[config.mk]
export PLATFORM = sky130hd
export DESIGN_NAME = cag_top
export DESIGN_NICKNAME = d
export VERILOG_FILES = /design/src/rtl/cag_pkg.sv /design/src/rtl/cag_ram.sv /design/src/rtl/cag_pc_target.sv /design/src/rtl/cag_top.sv
export SDC_FILE = /design/constraint.sdc
export NUM_CORES = 1
export LEC_CHECK = 0
export BUFFER_PORTS_ARGS = -buffer_cell sky130_fd_sc_hd__buf_2
export CAP_MARGIN = 10
export CORE_ASPECT_RATIO = 0.75
export CORE_MARGIN = 2
export CORE_UTILIZATION = 55
export CTS_CLUSTER_DIAMETER = 80
export DETAILED_ROUTE_END_ITERATION = 8
export PLACE_DENSITY = 0.77
export SLEW_MARGIN = 20
export SYNTH_ARGS = -nofsm -noshare
export SYNTH_HDL_FRONTEND = slang
export SYNTH_SLANG_ARGS = --single-unit
[constraint.sdc]
create_clock -name clock -period 5.77 [get_ports clock]
set_clock_uncertainty 0.1 [all_clocks]
set_input_delay 1.154 -clock clock [delete_from_list [all_inputs] [get_ports clock]]
set_output_delay 1.154 -clock clock [all_outputs]
set_load 0.05 [all_outputs]
[src/rtl/cag_pkg.sv]
// Constants and types shared by the address generation block
package cag_pkg;

  // ****************************************************************
  // Widths
  // ****************************************************************
  localparam int unsigned DATA_W     = 8;
  localparam int unsigned PC_W       = 15;
  localparam int unsigned PC_UPPER_W = 7;
  localparam int unsigned ABS_W      = 12;

  // ****************************************************************
  // Data memory map
  // ****************************************************************
  localparam logic [7:0] ADDR_RAM_LAST      = 8'h2f;
  localparam logic [7:0] ADDR_ONES_LAST     = 8'h7f;
  localparam logic [7:0] ADDR_UNDEF_LAST    = 8'h9f;
  localparam logic [7:0] ADDR_PERIPH_FIRST  = 8'ha0;
  localparam logic [7:0] ADDR_PERIPH_LAST   = 8'hee;
  localparam logic [7:0] ADDR_PSW           = 8'hef;
  localparam logic [7:0] ADDR_REGRAM_FIRST  = 8'hf0;
  localparam logic [7:0] ADDR_REGRAM_LAST   = 8'hfb;
  localparam logic [7:0] ADDR_PTR_SECONDARY = 8'hfc;
  localparam logic [7:0] ADDR_STACK_POINTER = 8'hfd;
  localparam logic [7:0] ADDR_PTR_PRIMARY   = 8'hfe;
  localparam logic [7:0] ADDR_SPARE_REG     = 8'hff;

  // ****************************************************************
  // Storage sizes and indices
  // ****************************************************************
  localparam int unsigned RAM_BYTES      = 48;
  localparam int unsigned REGRAM_BYTES   = 13;
  localparam logic [3:0]  REGRAM_SPARE_IX = 4'hc;

  // ****************************************************************
  // Read values and reset values
  // ****************************************************************
  localparam logic [7:0] DATA_ONES     = 8'hff;
  localparam logic [7:0] DATA_UNDEF    = 8'h00;
  localparam logic [7:0] SP_RESET      = 8'h2f;
  localparam logic [7:0] PTR_RESET     = 8'h00;
  localparam logic [7:0] PSW_RESET     = 8'h00;
  localparam logic [7:0] ACC_RESET     = 8'h00;
  localparam logic [14:0] PC_RESET     = 15'h0000;

  // ****************************************************************
  // Status word fields and jump limits
  // ****************************************************************
  localparam int unsigned PSW_GIE_BIT   = 0;
  localparam int unsigned PSW_HALF_BIT  = 6;
  localparam int unsigned PSW_CARRY_BIT = 7;
  localparam logic signed [6:0] REL_MIN = -7'sd31;
  localparam logic signed [6:0] REL_MAX = 7'sd32;

  // ****************************************************************
  // Commands and pointer steps
  // ****************************************************************
  typedef enum logic [3:0] {
    KIND_LOAD_OP,
    KIND_EXCHANGE,
    KIND_STORE,
    KIND_LOAD_IMMEDIATE,
    KIND_LOAD_PTR_SHORT,
    KIND_LOAD_TABLE_INDIRECT,
    KIND_JUMP_RELATIVE_SHORT,
    KIND_JUMP_ABSOLUTE,
    KIND_JUMP_ABSOLUTE_LONG,
    KIND_JUMP_TABLE_INDIRECT,
    KIND_VECTOR_DISPATCH,
    KIND_NO_OPERATION
  } cag_kind_t;

  typedef enum logic [1:0] {
    STEP_NONE,
    STEP_INC,
    STEP_DEC
  } cag_step_t;

endpackage

[src/rtl/cag_ram.sv]
// Flip-flop byte storage with one write port and one read port
`timescale 1ns/1ps
module cag_ram
  import cag_pkg::*;
#(
  parameter int unsigned DEPTH = RAM_BYTES,
  parameter int unsigned IW    = 6
) (
  input  wire logic              clock,
  input  wire logic              resetn,
  input  wire logic              wr_en,
  input  wire logic [IW-1:0]     wr_idx,
  input  wire logic [DATA_W-1:0] wr_data,
  input  wire logic [IW-1:0]     rd_idx,
  output logic      [DATA_W-1:0] rd_data
);

  logic [DATA_W-1:0] mem_q [DEPTH];

  // ****************************************************************
  // Storage entries
  // ****************************************************************
  // Cleared at reset so simulation never reads unknown bytes
  for (genvar i = 0; i < DEPTH; i++) begin : g_entry
    always_ff @(posedge clock or negedge resetn) begin
      if (!resetn) begin
        mem_q[i] <= 8'h00;
      end else if (wr_en && (wr_idx == IW'(i))) begin
        mem_q[i] <= wr_data;
      end
    end
  end

  // Index beyond depth reads zero; the caller decodes the range
  always_comb begin
    rd_data = 8'h00;
    if (32'(rd_idx) < DEPTH) begin
      rd_data = mem_q[rd_idx];
    end
  end

endmodule

[src/rtl/cag_pc_target.sv]
// Branch target arithmetic for the 15-bit program counter
`timescale 1ns/1ps
module cag_pc_target
  import cag_pkg::*;
(
  input  wire cag_kind_t         kind,
  input  wire logic [PC_W-1:0]   pc,
  input  wire logic [PC_W-1:0]   field,
  output logic      [PC_W-1:0]   target,
  output logic                   in_range
);

  logic signed [6:0] disp;

  // ****************************************************************
  // Target selection
  // ****************************************************************
  // Relative adds wrap over the whole space, so no paging occurs
  always_comb begin
    disp     = signed'(field[6:0]);
    target   = pc;
    in_range = 1'b1;
    if (kind == KIND_JUMP_RELATIVE_SHORT) begin
      if ((disp < REL_MIN) || (disp > REL_MAX)) begin
        in_range = 1'b0;
      end else begin
        target = pc + {{(PC_W-7){disp[6]}}, disp};
      end
    end else if (kind == KIND_JUMP_ABSOLUTE) begin
      target = {pc[PC_W-1:ABS_W], field[ABS_W-1:0]};
    end else if (kind == KIND_JUMP_ABSOLUTE_LONG) begin
      target = field;
    end else if (kind == KIND_NO_OPERATION) begin
      target = pc + 15'h0001;
    end
  end

endmodule

[src/rtl/cag_top.sv]
// Operand and branch address generation with data memory decode
`timescale 1ns/1ps
module cag_top
  import cag_pkg::*;
(
  input  wire logic              clock,
  input  wire logic              resetn,
  input  wire logic              cmd_valid,
  input  wire cag_kind_t         cmd_kind,
  input  wire logic              cmd_indirect,
  input  wire logic              cmd_ptr_sel,
  input  wire cag_step_t         cmd_step,
  input  wire logic [PC_W-1:0]   cmd_field,
  input  wire logic [DATA_W-1:0] cmd_wdata,
  output logic                   cmd_ready,
  output logic                   rsp_valid,
  output logic      [DATA_W-1:0] rsp_data,
  output logic                   jump_refused,
  output logic      [PC_W-1:0]   program_counter,
  output logic                   prog_rd,
  output logic      [PC_W-1:0]   prog_addr,
  input  wire logic [DATA_W-1:0] prog_rdata,
  output logic                   periph_rd,
  output logic                   periph_wr,
  output logic      [DATA_W-1:0] periph_addr,
  output logic      [DATA_W-1:0] periph_wdata,
  input  wire logic [DATA_W-1:0] periph_rdata,
  output logic      [DATA_W-1:0] working_register,
  output logic      [DATA_W-1:0] stack_pointer,
  output logic                   carry_flag,
  output logic                   half_carry_flag,
  output logic                   global_irq_enable
);

  typedef enum logic [1:0] {S_IDLE, S_DATA, S_PREQ, S_PDATA} cag_state_t;

  // ****************************************************************
  // State
  // ****************************************************************
  cag_state_t        state_q, state_d;
  cag_kind_t         kind_q, kind_d;
  cag_step_t         step_q, step_d;
  logic              ind_q, ind_d, psel_q, psel_d;
  logic [PC_W-1:0]   field_q, field_d, pc_q, pc_d;
  logic [PC_W-1:0]   paddr_q, paddr_d;
  logic [7:0]        addr_q, addr_d, wdata_q, wdata_d;
  logic [7:0]        acc_q, acc_d, pri_q, pri_d, sec_q, sec_d;
  logic [7:0]        sp_q, sp_d, psw_q, psw_d, vhi_q, vhi_d;
  logic [7:0]        rdat_q, rdat_d;
  logic              second_q, second_d, rv_q, rv_d, ref_q, ref_d;
  logic              prd_q, prd_d, pwr_q, pwr_d, pxr_q, pxr_d;
  logic              rdy_q, rdy_d;
  logic              take, is_read, is_write, c_read, c_write;
  logic [7:0]        cmd_addr, rd_data, ram_rdata, reg_rdata;
  logic              ram_we, reg_we, in_ram, in_reg, c_periph;
  logic [3:0]        reg_idx;
  logic [PC_W-1:0]   tgt;
  logic              tgt_ok;

  assign take    = (state_q == S_IDLE) && cmd_valid;
  assign is_read = (kind_q == KIND_LOAD_OP) || (kind_q == KIND_EXCHANGE);
  assign is_write = (kind_q == KIND_STORE) || (kind_q == KIND_EXCHANGE);
  assign c_read  = (cmd_kind == KIND_LOAD_OP) || (cmd_kind == KIND_EXCHANGE);
  assign c_write = (cmd_kind == KIND_STORE) || (cmd_kind == KIND_EXCHANGE);

  // ****************************************************************
  // Address decode
  // ****************************************************************
  // Indirect takes a pointer, direct takes the byte field unchanged
  assign cmd_addr = cmd_indirect ? (cmd_ptr_sel ? sec_q : pri_q)
                                 : cmd_field[7:0];
  assign c_periph = (cmd_addr >= ADDR_PERIPH_FIRST) &&
                    (cmd_addr <= ADDR_PERIPH_LAST);
  assign in_ram   = (addr_q <= ADDR_RAM_LAST);
  // Spare address FF maps to its own register byte, index c, after those of F0-FB
  assign in_reg   = ((addr_q >= ADDR_REGRAM_FIRST) &&
                     (addr_q <= ADDR_REGRAM_LAST)) ||
                    (addr_q == ADDR_SPARE_REG);
  assign reg_idx  = (addr_q == ADDR_SPARE_REG) ? REGRAM_SPARE_IX
                                               : addr_q[3:0];

  // Read multiplexer over the whole data map
  always_comb begin
    if (in_ram) begin
      rd_data = ram_rdata;
    end else if (addr_q <= ADDR_ONES_LAST) begin
      rd_data = DATA_ONES;
    end else if (addr_q <= ADDR_UNDEF_LAST) begin
      rd_data = DATA_UNDEF;
    end else if (addr_q <= ADDR_PERIPH_LAST) begin
      rd_data = periph_rdata;
    end else if (addr_q == ADDR_PSW) begin
      rd_data = psw_q;
    end else if (addr_q == ADDR_PTR_SECONDARY) begin
      rd_data = sec_q;
    end else if (addr_q == ADDR_STACK_POINTER) begin
      rd_data = sp_q;
    end else if (addr_q == ADDR_PTR_PRIMARY) begin
      rd_data = pri_q;
    end else begin
      rd_data = reg_rdata;
    end
  end

  // ****************************************************************
  // Storage and target arithmetic
  // ****************************************************************
  cag_ram #(.DEPTH(RAM_BYTES), .IW(6)) u_ram (
    .clock   (clock),
    .resetn  (resetn),
    .wr_en   (ram_we),
    .wr_idx  (addr_q[5:0]),
    .wr_data (wdata_q),
    .rd_idx  (addr_q[5:0]),
    .rd_data (ram_rdata)
  );

  cag_ram #(.DEPTH(REGRAM_BYTES), .IW(4)) u_regram (
    .clock   (clock),
    .resetn  (resetn),
    .wr_en   (reg_we),
    .wr_idx  (reg_idx),
    .wr_data (wdata_q),
    .rd_idx  (reg_idx),
    .rd_data (reg_rdata)
  );

  cag_pc_target u_target (
    .kind     (kind_q),
    .pc       (pc_q),
    .field    (field_q),
    .target   (tgt),
    .in_range (tgt_ok)
  );

  // ****************************************************************
  // Sequencer next state
  // ****************************************************************
  always_comb begin
    state_d = state_q;  kind_d = kind_q;   step_d = step_q;
    ind_d   = ind_q;    psel_d = psel_q;   field_d = field_q;
    pc_d    = pc_q;     paddr_d = paddr_q; addr_d = addr_q;
    wdata_d = wdata_q;  acc_d = acc_q;     pri_d = pri_q;
    sec_d   = sec_q;    sp_d = sp_q;       psw_d = psw_q;
    vhi_d   = vhi_q;    rdat_d = rdat_q;   second_d = second_q;
    rv_d = 1'b0; ref_d = 1'b0; prd_d = 1'b0; pwr_d = 1'b0; pxr_d = 1'b0;
    ram_we = 1'b0; reg_we = 1'b0;
    unique case (state_q)
      S_IDLE: begin
        if (cmd_valid) begin
          kind_d  = cmd_kind;  step_d = cmd_step;  ind_d = cmd_indirect;
          psel_d  = cmd_ptr_sel;  field_d = cmd_field;  addr_d = cmd_addr;
          // Exchange writes the old working register value
          wdata_d = (cmd_kind == KIND_EXCHANGE) ? acc_q : cmd_wdata;
          pxr_d   = c_periph && c_read;
          pwr_d   = c_periph && c_write;
          second_d = 1'b0;
          if (cmd_kind == KIND_LOAD_TABLE_INDIRECT ||
              cmd_kind == KIND_JUMP_TABLE_INDIRECT) begin
            paddr_d = {pc_q[PC_W-1:8], acc_q};
            prd_d   = 1'b1;
            state_d = S_PREQ;
          end else if (cmd_kind == KIND_VECTOR_DISPATCH) begin
            paddr_d = cmd_field;
            prd_d   = 1'b1;
            state_d = S_PREQ;
          end else begin
            state_d = S_DATA;
          end
        end
      end
      S_DATA: begin
        state_d = S_IDLE;
        rv_d    = 1'b1;
        if (is_read) begin
          acc_d  = rd_data;
          rdat_d = rd_data;
        end
        if (is_write) begin
          ram_we = in_ram;
          reg_we = in_reg;
          if (addr_q == ADDR_PSW) psw_d = wdata_q;
          if (addr_q == ADDR_PTR_SECONDARY) sec_d = wdata_q;
          if (addr_q == ADDR_STACK_POINTER) sp_d = wdata_q;
          if (addr_q == ADDR_PTR_PRIMARY) pri_d = wdata_q;
        end
        // Step from the address used, so it wraps at 8 bits; a step
        // wins over an exchange that wrote the pointer itself
        if (is_read && ind_q && step_q != STEP_NONE) begin
          if (psel_q) begin
            sec_d = (step_q == STEP_INC) ? addr_q + 8'h01
                                         : addr_q - 8'h01;
          end else begin
            pri_d = (step_q == STEP_INC) ? addr_q + 8'h01
                                         : addr_q - 8'h01;
          end
        end
        if (kind_q == KIND_LOAD_IMMEDIATE) begin
          acc_d  = field_q[7:0];
          rdat_d = field_q[7:0];
        end
        if (kind_q == KIND_LOAD_PTR_SHORT) begin
          pri_d = {4'h0, field_q[3:0]};
        end
        if (kind_q == KIND_JUMP_RELATIVE_SHORT ||
            kind_q == KIND_JUMP_ABSOLUTE ||
            kind_q == KIND_JUMP_ABSOLUTE_LONG ||
            kind_q == KIND_NO_OPERATION) begin
          ref_d = !tgt_ok;
          if (tgt_ok) pc_d = tgt;
        end
      end
      S_PREQ: begin
        state_d = S_PDATA;
      end
      S_PDATA: begin
        state_d = S_IDLE;
        rv_d    = 1'b1;
        if (kind_q == KIND_LOAD_TABLE_INDIRECT) begin
          acc_d  = prog_rdata;
          rdat_d = prog_rdata;
        end else if (kind_q == KIND_JUMP_TABLE_INDIRECT) begin
          pc_d = {pc_q[PC_W-1:8], prog_rdata};
        end else if (!second_q) begin
          // First vector byte is the upper part; fetch its neighbour
          vhi_d    = prog_rdata;
          second_d = 1'b1;
          paddr_d  = paddr_q + 15'h0001;
          prd_d    = 1'b1;
          rv_d     = 1'b0;
          state_d  = S_PREQ;
        end else begin
          pc_d = {vhi_q[PC_UPPER_W-1:0], prog_rdata};
        end
      end
    endcase
    rdy_d = (state_d == S_IDLE);
  end

  // ****************************************************************
  // Sequencer registers
  // ****************************************************************
  always_ff @(posedge clock or negedge resetn) begin
    if (!resetn) begin
      state_q <= S_IDLE;  kind_q <= KIND_NO_OPERATION;  step_q <= STEP_NONE;
      ind_q <= 1'b0;  psel_q <= 1'b0;  field_q <= '0;  pc_q <= PC_RESET;
      paddr_q <= '0;  addr_q <= 8'h00;  wdata_q <= 8'h00;
      acc_q <= ACC_RESET;  pri_q <= PTR_RESET;  sec_q <= PTR_RESET;
      sp_q <= SP_RESET;
      psw_q <= PSW_RESET;  vhi_q <= 8'h00;  rdat_q <= 8'h00;
      second_q <= 1'b0;  rv_q <= 1'b0;  ref_q <= 1'b0;  prd_q <= 1'b0;
      pwr_q <= 1'b0;  pxr_q <= 1'b0;  rdy_q <= 1'b0;
    end else begin
      state_q <= state_d;  kind_q <= kind_d;  step_q <= step_d;
      ind_q <= ind_d;  psel_q <= psel_d;  field_q <= field_d;  pc_q <= pc_d;
      paddr_q <= paddr_d;  addr_q <= addr_d;  wdata_q <= wdata_d;
      acc_q <= acc_d;  pri_q <= pri_d;  sec_q <= sec_d;
      sp_q <= sp_d;  psw_q <= psw_d;  vhi_q <= vhi_d;  rdat_q <= rdat_d;
      second_q <= second_d;  rv_q <= rv_d;  ref_q <= ref_d;  prd_q <= prd_d;
      pwr_q <= pwr_d;  pxr_q <= pxr_d;  rdy_q <= rdy_d;
    end
  end

  // Outputs are plain register taps
  assign cmd_ready         = rdy_q;
  assign rsp_valid         = rv_q;
  assign rsp_data          = rdat_q;
  assign jump_refused      = ref_q;
  assign program_counter   = pc_q;
  assign prog_rd           = prd_q;
  assign prog_addr         = paddr_q;
  assign periph_rd         = pxr_q;
  assign periph_wr         = pwr_q;
  assign periph_addr       = addr_q;
  assign periph_wdata      = wdata_q;
  assign working_register  = acc_q;
  assign stack_pointer     = sp_q;
  assign carry_flag        = psw_q[PSW_CARRY_BIT];
  assign half_carry_flag   = psw_q[PSW_HALF_BIT];
  assign global_irq_enable = psw_q[PSW_GIE_BIT];

  // ****************************************************************
  // Checks
  // ****************************************************************
  logic first_q;
  always_ff @(posedge clock or negedge resetn) begin
    if (!resetn) first_q <= 1'b1;
    else         first_q <= 1'b0;
  end

  chk_sp_reset: assert property (@(posedge clock) disable iff (!resetn)
    first_q |-> sp_q == 8'h2f)
    else $error("stack pointer not 2f after reset");

  chk_ones_read: assert property (@(posedge clock) disable iff (!resetn)
    (take && cmd_kind == KIND_LOAD_OP && !cmd_indirect &&
     cmd_field[7:0] >= 8'h30 && cmd_field[7:0] <= 8'h7f)
    |-> ##2 rsp_valid && rsp_data == 8'hff)
    else $error("unused range did not read all ones");

  chk_direct_addr: assert property (@(posedge clock) disable iff (!resetn)
    (take && !cmd_indirect) |=> addr_q == $past(cmd_field[7:0]))
    else $error("direct address altered");

  chk_post_step: assert property (@(posedge clock) disable iff (!resetn)
    (take && cmd_kind == KIND_LOAD_OP && cmd_indirect &&
     cmd_step == STEP_DEC) |-> ##2 ($past(cmd_ptr_sel, 2) ?
     sec_q == $past(sec_q, 2) - 8'h01 : pri_q == $past(pri_q, 2) - 8'h01))
    else $error("post decrement missing");

  chk_store_nostep: assert property (@(posedge clock) disable iff (!resetn)
    (take && cmd_kind == KIND_STORE && cmd_indirect &&
     (cmd_ptr_sel ? sec_q : pri_q) < 8'hf0) |-> ##2
    pri_q == $past(pri_q, 2) && sec_q == $past(sec_q, 2))
    else $error("store stepped a pointer");

  chk_imm_load: assert property (@(posedge clock) disable iff (!resetn)
    (take && cmd_kind == KIND_LOAD_IMMEDIATE)
    |-> ##2 acc_q == $past(cmd_field[7:0], 2))
    else $error("immediate operand wrong");

  chk_short_imm: assert property (@(posedge clock) disable iff (!resetn)
    (take && cmd_kind == KIND_LOAD_PTR_SHORT)
    |-> ##2 pri_q == {4'h0, $past(cmd_field[3:0], 2)})
    else $error("short immediate wrong");

  chk_abs_jump: assert property (@(posedge clock) disable iff (!resetn)
    (take && cmd_kind == KIND_JUMP_ABSOLUTE) |-> ##2
    pc_q == {$past(pc_q[14:12], 2), $past(cmd_field[11:0], 2)})
    else $error("absolute jump left upper bits wrong");

  chk_long_jump: assert property (@(posedge clock) disable iff (!resetn)
    (take && cmd_kind == KIND_JUMP_ABSOLUTE_LONG)
    |-> ##2 pc_q == $past(cmd_field, 2))
    else $error("long jump target wrong");

  chk_rel_jump: assert property (@(posedge clock) disable iff (!resetn)
    (take && cmd_kind == KIND_JUMP_RELATIVE_SHORT &&
     cmd_field[6:0] == 7'h61) |-> ##2 pc_q == $past(pc_q, 2) - 15'h001f)
    else $error("relative jump of -31 wrong");

  chk_rel_refuse: assert property (@(posedge clock) disable iff (!resetn)
    (take && cmd_kind == KIND_JUMP_RELATIVE_SHORT &&
     cmd_field[6:0] == 7'h60) |-> ##2 jump_refused && $stable(pc_q))
    else $error("out of range jump taken");

  chk_table_addr: assert property (@(posedge clock) disable iff (!resetn)
    (take && cmd_kind == KIND_LOAD_TABLE_INDIRECT)
    |=> prog_rd && prog_addr[7:0] == $past(acc_q) ##2 acc_q == $past(prog_rdata))
    else $error("table load address or data wrong");

endmodule

**After elaboration in Yosys (flattened, before gate mapping)**

Index checks and enable logic that the tools add are counted.

- Register bits: 613
- Input port bits: 50
- Output and inout bits: 79
- Logic and storage cells: 391

- $add $sub $neg: 5
- Magnitude comparators: 14
- Eq/ne operators: 98
- Mux-type cells: 86
- Bitwise gates (word level): 5
- Reductions and logical operators: 97

Operators with widths:

| cell | number |
|---|---|
| 15-bit two-way mux | 16 |
| 8-bit two-way mux | 30 |
| 6-bit by 5-bit == test with 1-bit output, second input constant | 16 |
| 6-bit == test, second input constant | 16 |
| 1-bit logical AND | 67 |
| 15-bit one-hot mux with 2 select lines | 2 |
| 8-bit binary-select mux with 6-bit select | 1 |
| 6-bit by 4-bit == test with 1-bit output, second input constant | 8 |
| 4-bit == test, second input constant | 10 |
| 8-bit == test, second input constant | 5 |
| 4-bit by 3-bit == test with 1-bit output, second input constant | 9 |
| 8-bit binary-select mux with 4-bit select | 1 |
| 8-bit <= comparator, second input constant | 4 |
| 15-bit by 1-bit adder with 15-bit output, second input constant | 2 |
| 6-bit by 3-bit == test with 1-bit output, second input constant | 4 |
| 1-bit two-way mux | 24 |
| 4-bit by 2-bit == test with 1-bit output, second input constant | 5 |
| 8-bit greater-or-equal comparator, second input constant | 2 |
| 2-bit != test, second input constant | 8 |
| 8-bit one-hot mux with 2 select lines | 1 |
| 15-bit adder | 1 |
| 4-bit by 1-bit == test with 1-bit output, second input constant | 3 |
| 6-bit by 2-bit == test with 1-bit output, second input constant | 2 |
| 4-bit logical NOT | 3 |
| other kinds (36) | 65 |

**Longest topological paths before layout**

Gate-level depths: netlist of run 1.

- Depth in word-level cells: 18
- Depth in mapped cells: 11
- Depth with buffers taken out: 10

**Cells and area by module**

From an unflattened synthesis of run 1, not the netlist that was laid out.

- Cell total of the unflattened synthesis: 2435
- Area total of the unflattened synthesis: 31505.2 um2

By module, submodules not included:

| module | instances | cells an instance | area an instance (um2) |
|---|---|---|---|
| cag_ram at u_ram | 1 | 1171 | 17719.5 |
| cag_top | 1 | 730 | 7307.0 |
| cag_ram at u_regram | 1 | 300 | 4887.2 |
| cag_pc_target | 1 | 234 | 1591.5 |

**Worst setup path before layout of run 1**

No wires, ideal clock.

- Path kind: reg-to-reg
- Start point: reg addr_q[1], in the netlist periph_addr[1]
- End point: reg rdat_q[3], in the netlist rsp_data[3]
- Setup time: 121 ps
- Data arrival time: 2851 ps
- Data required time: 5549 ps
- Path slack: 2698 ps
- Stages on the path, launching flop included: 10
- Buffers on the path: 3
- Period minus slack after synthesis: 3072 ps
- Cells stage by stage: dfrtp_1 -> buf_2 -> clkbuf_1 -> clkbuf_1 -> mux4_2 -> mux4_2 -> a22oi_1 -> nand2_1 -> a31oi_1 -> nor2_1

- Cells in the longest elaborated chain, start to end: 18

Ends and longest elaborated chain:

| item | RTL line | source |
|---|---|---|
| start: declaration | cag_top.sv:46 | `logic [7:0] addr_q, addr_d, wdata_q, wdata_d;` |
| start signal: assignment | cag_top.sv:256 | `paddr_q <= paddr_d; addr_q <= addr_d; wdata_q <= wdata_d;` |
| 8-bit == test | cag_top.sv:79 | `assign reg_idx = (addr_q == ADDR_SPARE_REG) ? REGRAM_SPARE_IX` |
| 4-bit two-way mux | cag_top.sv:79 |  |
| 4-bit inverter with 5-bit output (not written as such) | cag_ram.sv:38 | `rd_data = mem_q[rd_idx];` |
| 8-bit binary-select mux with 4-bit select | cag_ram.sv:38 |  |
| 8-bit two-way mux (not written as such) (2 in series) | cag_ram.sv:38 |  |
| 8-bit two-way mux | cag_ram.sv:37 | `if (32'(rd_idx) < DEPTH) begin` |
| 8-bit two-way mux | cag_top.sv:98 | `end else if (addr_q == ADDR_PTR_PRIMARY) begin` |
| 8-bit two-way mux | cag_top.sv:96 | `end else if (addr_q == ADDR_STACK_POINTER) begin` |
| 8-bit two-way mux | cag_top.sv:94 | `end else if (addr_q == ADDR_PTR_SECONDARY) begin` |
| 8-bit two-way mux | cag_top.sv:92 | `end else if (addr_q == ADDR_PSW) begin` |
| 8-bit two-way mux | cag_top.sv:90 | `end else if (addr_q <= ADDR_PERIPH_LAST) begin` |
| 8-bit two-way mux | cag_top.sv:88 | `end else if (addr_q <= ADDR_UNDEF_LAST) begin` |
| 8-bit two-way mux | cag_top.sv:86 | `end else if (addr_q <= ADDR_ONES_LAST) begin` |
| 8-bit two-way mux (*) | cag_top.sv:84 | `if (in_ram) begin` |
| 8-bit two-way mux (*) | cag_top.sv:175 | `if (is_read) begin` |
| 8-bit two-way mux (*) | cag_top.sv:198 | `if (kind_q == KIND_LOAD_IMMEDIATE) begin` |
| 8-bit one-hot mux with 2 select lines (*) | cag_top.sv:148 | `unique case (state_q)` |
| end signal: assignment | cag_top.sv:258 | `sp_q <= sp_d; psw_q <= psw_d; vhi_q <= vhi_d; rdat_q <= rdat_d;` |
| end: declaration | cag_top.sv:49 | `logic [7:0] rdat_q, rdat_d;` |

Every way passes the cells marked *; elsewhere a longest branch is shown, timed or not. The select of a mux whose other input is x is not followed.
A chain may end at the register's enable or synchronous reset.

**Final worst setup path of run 1**

- Start point: reg state_q[1]
- End point: reg u_ram.mem_q[312] (netlist bit)

- Cells in the longest elaborated chain, start to end: 3

Ends and longest elaborated chain:

| item | RTL line | source |
|---|---|---|
| start: declaration | cag_top.sv:40 | `cag_state_t state_q, state_d;` |
| start signal: assignment | cag_top.sv:254 | `state_q <= state_d; kind_q <= kind_d; step_q <= step_d;` |
| 2-bit by 1-bit == test with 1-bit output | cag_top.sv:148 |  |
| 1-bit two-way mux | cag_top.sv:148 |  |
| 1-bit logical AND | cag_ram.sv:28 | `end else if (wr_en && (wr_idx == IW'(i))) begin` |
| end signal: indexed assignment | cag_ram.sv:29 | `mem_q[i] <= wr_data;` |
| end: declaration | cag_ram.sv:18 | `logic [DATA_W-1:0] mem_q [DEPTH];` |

Every way passes these cells.

==> impl_metrics.toml, run 1 <==
[timing]
hold_viol = 0
drv_slew = 0
min_period_ns = 3.75
setup_viol = 0
fin_setup_tns_ns = 0
max_slew_margin_pct = 23.1
worst_slew_pin_slew_ns = 1.14
fin_crit_sh_pct = 65.0
rsz0062_at_grt = "false"
fmax_ghz = 0.267

[synth]
ys.flop_type = "dfrtp_1"
synth_mux_area_share_pct = 31.7
synth.area.top_cells = "dfrtp_1 49%, mux2_2 20%, mux4_2 9.2%, mux2i_1 1.7%, nand2_1 1.7%"
ys_ff_latch = 613
synth_edf_count = 0
yosysMostFrequentCell = "dfrtp_1"
yosys.area.top_type = "dfrtp_1"
ys_seq_area_share_pct = 49.9
syn_area_per_cell_um2 = 13.0
synth_top_family_by_area = "multiplexers"
synth_fa_ha_area_share_pct = 1.19
synth-simple-area-share_pct = 6.41
ys_async_sr_fraction_pct = 100
synth_compound_area_share_pct = 7.16
postSynthCellCount = 2369
ys_types = 75
synth_top_area_share_pct = 49.2
ys_warn_count = 0
synth_nets = 2447
synthTopCellsByCount = "605 x dfrtp_1, 555 x mux2_2, 138 x nand2_1, 126 x mux4_2, 125 x clkbuf_1"
syn_area_um2 = 30700
synth_xor_area_share_pct = 0.855

[cells_and_area]
layout-drive-gt1-share_pct = 40.3
ff_latch_area_um2 = 15400
n_fill_cell = 4194
layoutNonFillerInstCount = 3203
syn2layout_area_growth_pct = 10.3
nets = 2499
multi_input_area_um2 = 14600

[critical_path]
cp-start-kind = "flip-flop"
cp_slowest_cell = "nor3_2"
worstPathMaxFanout = 29
max_stage_delay_ns = 0.61
path_cells = "inv_1 -> ha_1 -> buf_4 -> nand2b_1 -> nor3_2 -> nand2b_1 -> nor3_2 -> nand3_1 -> mux2_2"
reg2reg_from = "state_q[1]"
critPathRequiredTime_ns = 6.17
cp.arrival_ns = 4.14
r2r_cells = 9
setup.worst_path.class = "flip-flop to flip-flop"
critical_path.startpoint = "state_q[1]"
cp-end-kind = "flip-flop"

[global_routing]
grt_pass1_wl_um = 135000
first_global_vias = 21700
grt_antenna_before_repair = 8
grt_overflow = 0
track_usage_pct = 30.5
grt_max_degree = 149

[die]
start_util_pct = 55.3
die_w_um = 277
die_area_um2 = 57800
core_area_um2 = 55600
io_pins = 129
rows = 75
die_h_um = 209

[route]
drc = 0
first_iter_violations = 2702
wl_per_cell_um = 27.5
routed_wl_um = 88200
num_vias = 21400
ant_nets = 0
drt_pre_antenna_iters = 6
viasPerCell = 6.69

[clock_network]
cts_tree = "yes"
cts.sinks = 613
clk_latency_ns = 0.64
post_cts_resized = 0
cts.clk_slew.worst_paths_ns = 0.06
hold_buffers = 0
root_buffer = "clkbuf_16"
cts_setup_buffers = 0
htreeDepth = 2
cts_buffer_depth = 3
cts_made_buffers = 58

[placement]
dp.cells = 3092
portBuffers = 128
hpwl_um = 59000
gp_congestion = 1.02

[worst_hold_path]
hold_class = "flip-flop to flip-flop"
hold_path_depth = 1
hold_start = "u_ram.mem_q[360]"

[run_status]
status = "finished clean"

[power]
p_int_uw = 9050
power_switching_uw = 6840
vdd_ir_drop_max_v = 0.000367
power.share.clock_pct = 24.3
combinationalPowerShare_pct = 39.7
power_density_nw_per_um2 = 469
sw_frac_of_total_pct = 43.1
p_leak_uw = 0.0159
seq_power_share_pct = 36.0

[run]
max_cap_viol_count = 0
routing by layer:
layer,GRT usage (%),up-vias,wire [µm]
met5,0,-,12
met2,42.9,1107,37700
met1,46.1,11200,38700
li1,-,8881,-
met3,8.12,217,8750
met4,10.2,2,3020
worst max-delay path: cells and delay by family, from the launching register on:
kind,cells,cell delay [ns]
multiplexers,1,0.43
AND/OR/NAND/NOR,5,2.08
adder cells (fa/ha/maj),1,0.15
buffers and inverters,2,0.41
flip-flops,1,0.42
registers in the layout (all words and copies together) (netlist names), 4 cells and up:
signal,count
u_ram.mem_q,384
u_regram.mem_q,104
field_q,15
prog_addr,15
program_counter,15
periph_addr,8
periph_wdata,8
pri_q,8
psw_q,8
rsp_data,8
sec_q,8
stack_pointer,8
vhi_q,7
kind_q,4
final timing paths:
check / endpoint / slack (ns)
worst min-delay path: u_ram.mem_q[360] / 0.40
max in group asynchronous: periph_addr[0] / 3.64
worst max register to register: u_ram.mem_q[312] / 2.02
min in group asynchronous: periph_wdata[4] / 0.44
worst min register to register: u_ram.mem_q[360] / 0.40
worst max-delay path: u_ram.mem_q[312] / 2.02
power by group through the flow:
stage	Sequential, µW	Combinational (µW)	Clock [µW]
global placement	5730	6030	0
floorplan	5900	3970	0
detailed placement	5750	6160	0
finish	5730	6310	3860
CTS	5680	6200	3890
global route	5770	6720	4080
metrics by stage:
step	power, µW	hold WS (ns)	cell area [µm²]	utilization (%)	worst slack, ns
after floorplan	9870	0.370	30700	-	2.70
after global placement	11800	0.381	32000	57.6	2.17
after detailed placement	11900	0.388	32000	57.6	2.16
after CTS	15800	0.402	33900	61.0	2.09
after global routing	16600	0.408	33900	61.0	1.80
final	15900	0.402	33900	61.0	2.02
final cells by class:
class / count / share of cell area [%]
antenna: 6 / 0.0443
clock buffer: 91 / 5.18
clock inverter: 14 / 0.447
inverter: 25 / 0.277
multi-input combinational: 1553 / 42.9
sequential: 613 / 45.3
tap: 731 / 2.70
timing repair buffer: 170 / 3.11
layout by cell type (no fill, tap or decap), types with 8 or more instances in the layout:
cell type,Yosys,layout
and3_1,15,15
a211oi_1,24,23
buf_4,14,35
dfrtp_2,0,10
nand3_1,32,32
ha_1,26,25
mux2_2,555,555
a31oi_1,12,12
o211ai_1,18,18
nand2_1,138,137
xnor2_1,16,16
clkinv_2,0,8
o21a_1,8,8
or3_1,9,9
mux2i_1,53,53
o22ai_1,31,31
xor2_1,14,14
a22oi_1,14,14
dfstp_2,8,8
o31ai_1,8,8
mux4_2,126,126
nor3_1,20,19
nor2_1,92,92
a21oi_1,79,79
o21ai_0,93,93
buf_2,22,127
and2_1,9,9
mux2_4,8,8
inv_1,25,25
clkbuf_1,125,16
clkbuf_8,0,16
dfrtp_1,605,593
nand4_1,8,8
a221oi_1,10,10
clkbuf_16,0,59
nor2b_1,19,19
nand2b_1,21,21
cells by family (layout without fill, tap and decap cells):
group,after synthesis,in the layout
mux,742,742
flops,613,613
simple gates,404,404
compound gates,349,349
buf+inv,203,300
xor+xnor,30,30
fa+ha+maj,28,28
other cells,0,6
Power figures use the tool's default switching activity.
==> run 2: changes to the inputs <==
Settings changed: ABC_AREA set to 1.
Clock period 5.77 ns to 3.8 ns, I/O delays scaled along.
==> impl_metrics.toml, run 2 <==
[clock_network]
htreeDepth = 2
cts_made_buffers = 57
cts.clk_slew.worst_paths_ns = 0.07
root_buffer = "clkbuf_16"
post_cts_resized = 0
clk_latency_ns = 0.65
hold_buffers = 0
cts_buffer_depth = 3
cts_tree = "yes"
cts_setup_buffers = 0
cts.sinks = 613

[power]
vdd_ir_drop_max_v = 0.000505
combinationalPowerShare_pct = 41.0
p_int_uw = 13800
seq_power_share_pct = 33.9
power.share.clock_pct = 25.2
power_density_nw_per_um2 = 763
p_leak_uw = 0.0150
sw_frac_of_total_pct = 45.3
power_switching_uw = 11400

[route]
routed_wl_um = 93900
wl_met3_um = 12300
drt_pre_antenna_iters = 8
met1_length_um = 40300
viasPerCell = 6.16
wl_met2_um = 38600
first_iter_violations = 3951
highest_layer = "met5"
drc = 0
num_vias = 26800
wl_per_cell_um = 21.6
ant_nets = 0

[global_routing]
grt_pass1_wl_um = 145000
grt_max_degree = 102
first_global_vias = 24500
grt_antenna_before_repair = 2
track_usage_pct = 33.7
grt_overflow = 0

[synth]
ys_types = 50
ys_warn_count = 0
ys_ff_latch = 613
synth.area.top_cells = "dfrtp_1 51%, nand2_1 12%, o21ai_0 11%, a22oi_1 4.7%, a21oi_1 2.7%"
synth_edf_count = 0
syn_area_per_cell_um2 = 8.29
ys_seq_area_share_pct = 52.0
synthTopCellsByCount = "943 x nand2_1, 654 x o21ai_0, 605 x dfrtp_1, 183 x a22oi_1, 183 x clkbuf_1"
postSynthCellCount = 3556
ys_async_sr_fraction_pct = 100
syn_area_um2 = 29500
synth_top_area_share_pct = 51.3
synth_nets = 3634
yosysMostFrequentCell = "nand2_1"
yosys.area.top_type = "dfrtp_1"
ys.flop_type = "dfrtp_1"

[timing]
fmax_ghz = 0.298
worst_slew_pin_slew_ns = 1.10
rsz0062_at_grt = "false"
min_period_ns = 3.36
fin_crit_sh_pct = 88.4
drv_slew = 0
setup_viol = 0
max_slew_margin_pct = 26.4
hold_viol = 0
fin_setup_tns_ns = 0

[critical_path]
setup.worst_path.class = "flip-flop to flip-flop"
worstPathMaxFanout = 27
critPathRequiredTime_ns = 4.20
cp-end-kind = "flip-flop"
cp.arrival_ns = 3.76
cp-start-kind = "flip-flop"

[run]
max_cap_viol_count = 0

[cells_and_area]
layout-drive-gt1-share_pct = 10.4
final_common_cell = "nand2_1"
multi_input_area_um2 = 12400
largest_reg_flops = 384
ff_latch_area_um2 = 15400
regMostFlops = "u_ram.mem_q"
utilization_pct = 62.1
nets = 3666
top_regs = "u_ram.mem_q: 384 flops, u_regram.mem_q: 104 flops"
layout_common_cells = "943 x nand2_1, 654 x o21ai_0, 604 x dfrtp_1"
n_fill_cell = 4530
syn2layout_area_growth_pct = 11.6

[worst_hold_path]
hold_class = "input port to async pin"

[die]
core_area_um2 = 53000
die_h_um = 205
io_pins = 129
die_area_um2 = 55500
start_util_pct = 55.7
rows = 73
die_w_um = 271

[placement]
portBuffers = 128
hpwl_um = 62600
gp_congestion = 1.00

[run_status]
status = "finished clean"
[run 2: changes by cell type after synthesis, moves of 28 or more]
cell,change
clkbuf_1,+58
o21ai_1,+28
mux2_2,-555
nand3_1,+103
mux4_2,-126
a21oi_1,+83
nand2_1,+805
nor2_1,+56
o21ai_0,+561
mux2i_1,-53
inv_1,+157
a22oi_1,+169
[run 2: power groups by stage]
stage | Sequential (µW) | Clock (µW) | Combinational [µW]
detailed placement | 8510 | 0 | 9980
finish | 8510 | 6320 | 10300
global route | 8570 | 6660 | 11100
CTS | 8420 | 6380 | 10000
global placement | 8500 | 0 | 9890
floorplan | 9190 | 0 | 5690
[run 2: per-stage QoR]
stage	worst slack, ns	cell area [µm²]	power (µW)	instances	hold slack, ns
after floorplan	0.870	29500	14900	3556	0.344
after global placement	0.611	30900	18400	4241	0.358
after detailed placement	0.602	30900	18500	4241	0.366
after CTS	0.606	32900	24800	4347	0.0120
after global routing	0.319	32900	26300	4347	0.0429
final	0.439	32900	25100	4348	0.0122
[run 2: final timing paths]
| kind | start | to | slack (ns) | cells after the start |
|---|---|---|---|---|
| min | resetn | u_regram.mem_q[95] | 0.01 | 1 |
| max reg2reg | periph_addr[3] | pri_q[3] | 0.44 | 10 |
| max in group asynchronous | resetn | u_ram.mem_q[86] | 2.55 | 2 |
| min reg2reg | u_regram.mem_q[86] | u_regram.mem_q[86] | 0.39 | 2 |
| max | periph_addr[3] | pri_q[3] | 0.44 | 10 |
| min in group clock | cmd_kind[1] | periph_rd | 0.26 | 2 |
[run 2: area by class of cell]
class / instances / share of cell area (%)
Sequential cell: 613 / 46.6
Multi-Input combinational cell: 2504 / 37.7
Clock buffer: 71 / 4.74
Timing Repair Buffer: 211 / 4.44
Tap cell: 712 / 2.71
Inverter: 201 / 2.30
Clock inverter: 35 / 1.49
Antenna cell: 1 / 0.00760
[run 2: cell families (layout without fill, tap and decap cells)]
group                    after synthesis  count (layout)  share of synthesized area, %
other                                  0               1                             0
AO/OA/AOI/OAI                       1139            1139                          21.7
AND/OR/NAND/NOR                     1310            1310                          18.3
buffers and inverters                439             518                          5.95
adder cells (fa/ha/maj)               28              28                          1.24
XOR/XNOR                              27              27                         0.802
flip-flops                           613             613                          52.0
[run 2: routing by layer]
metal  track usage [%]  vias up
li1                  -    12100
met1              50.5    12900
met2              46.1     1552
met3              11.0      189
met4              10.3        2
met5                 0        -
[run 2: worst max-delay path, cell delays in order (launching register included)]
cell and delay [ns]:
dfrtp_1 0.63, nand2_4 0.10, buf_4 0.30, nor2_1 0.31
nand2_1 0.25, nor2_1 0.62, inv_1 0.27, nand2_1 0.11
o21ai_0 0.07, o21ai_0 0.32, a31oi_1 0.12
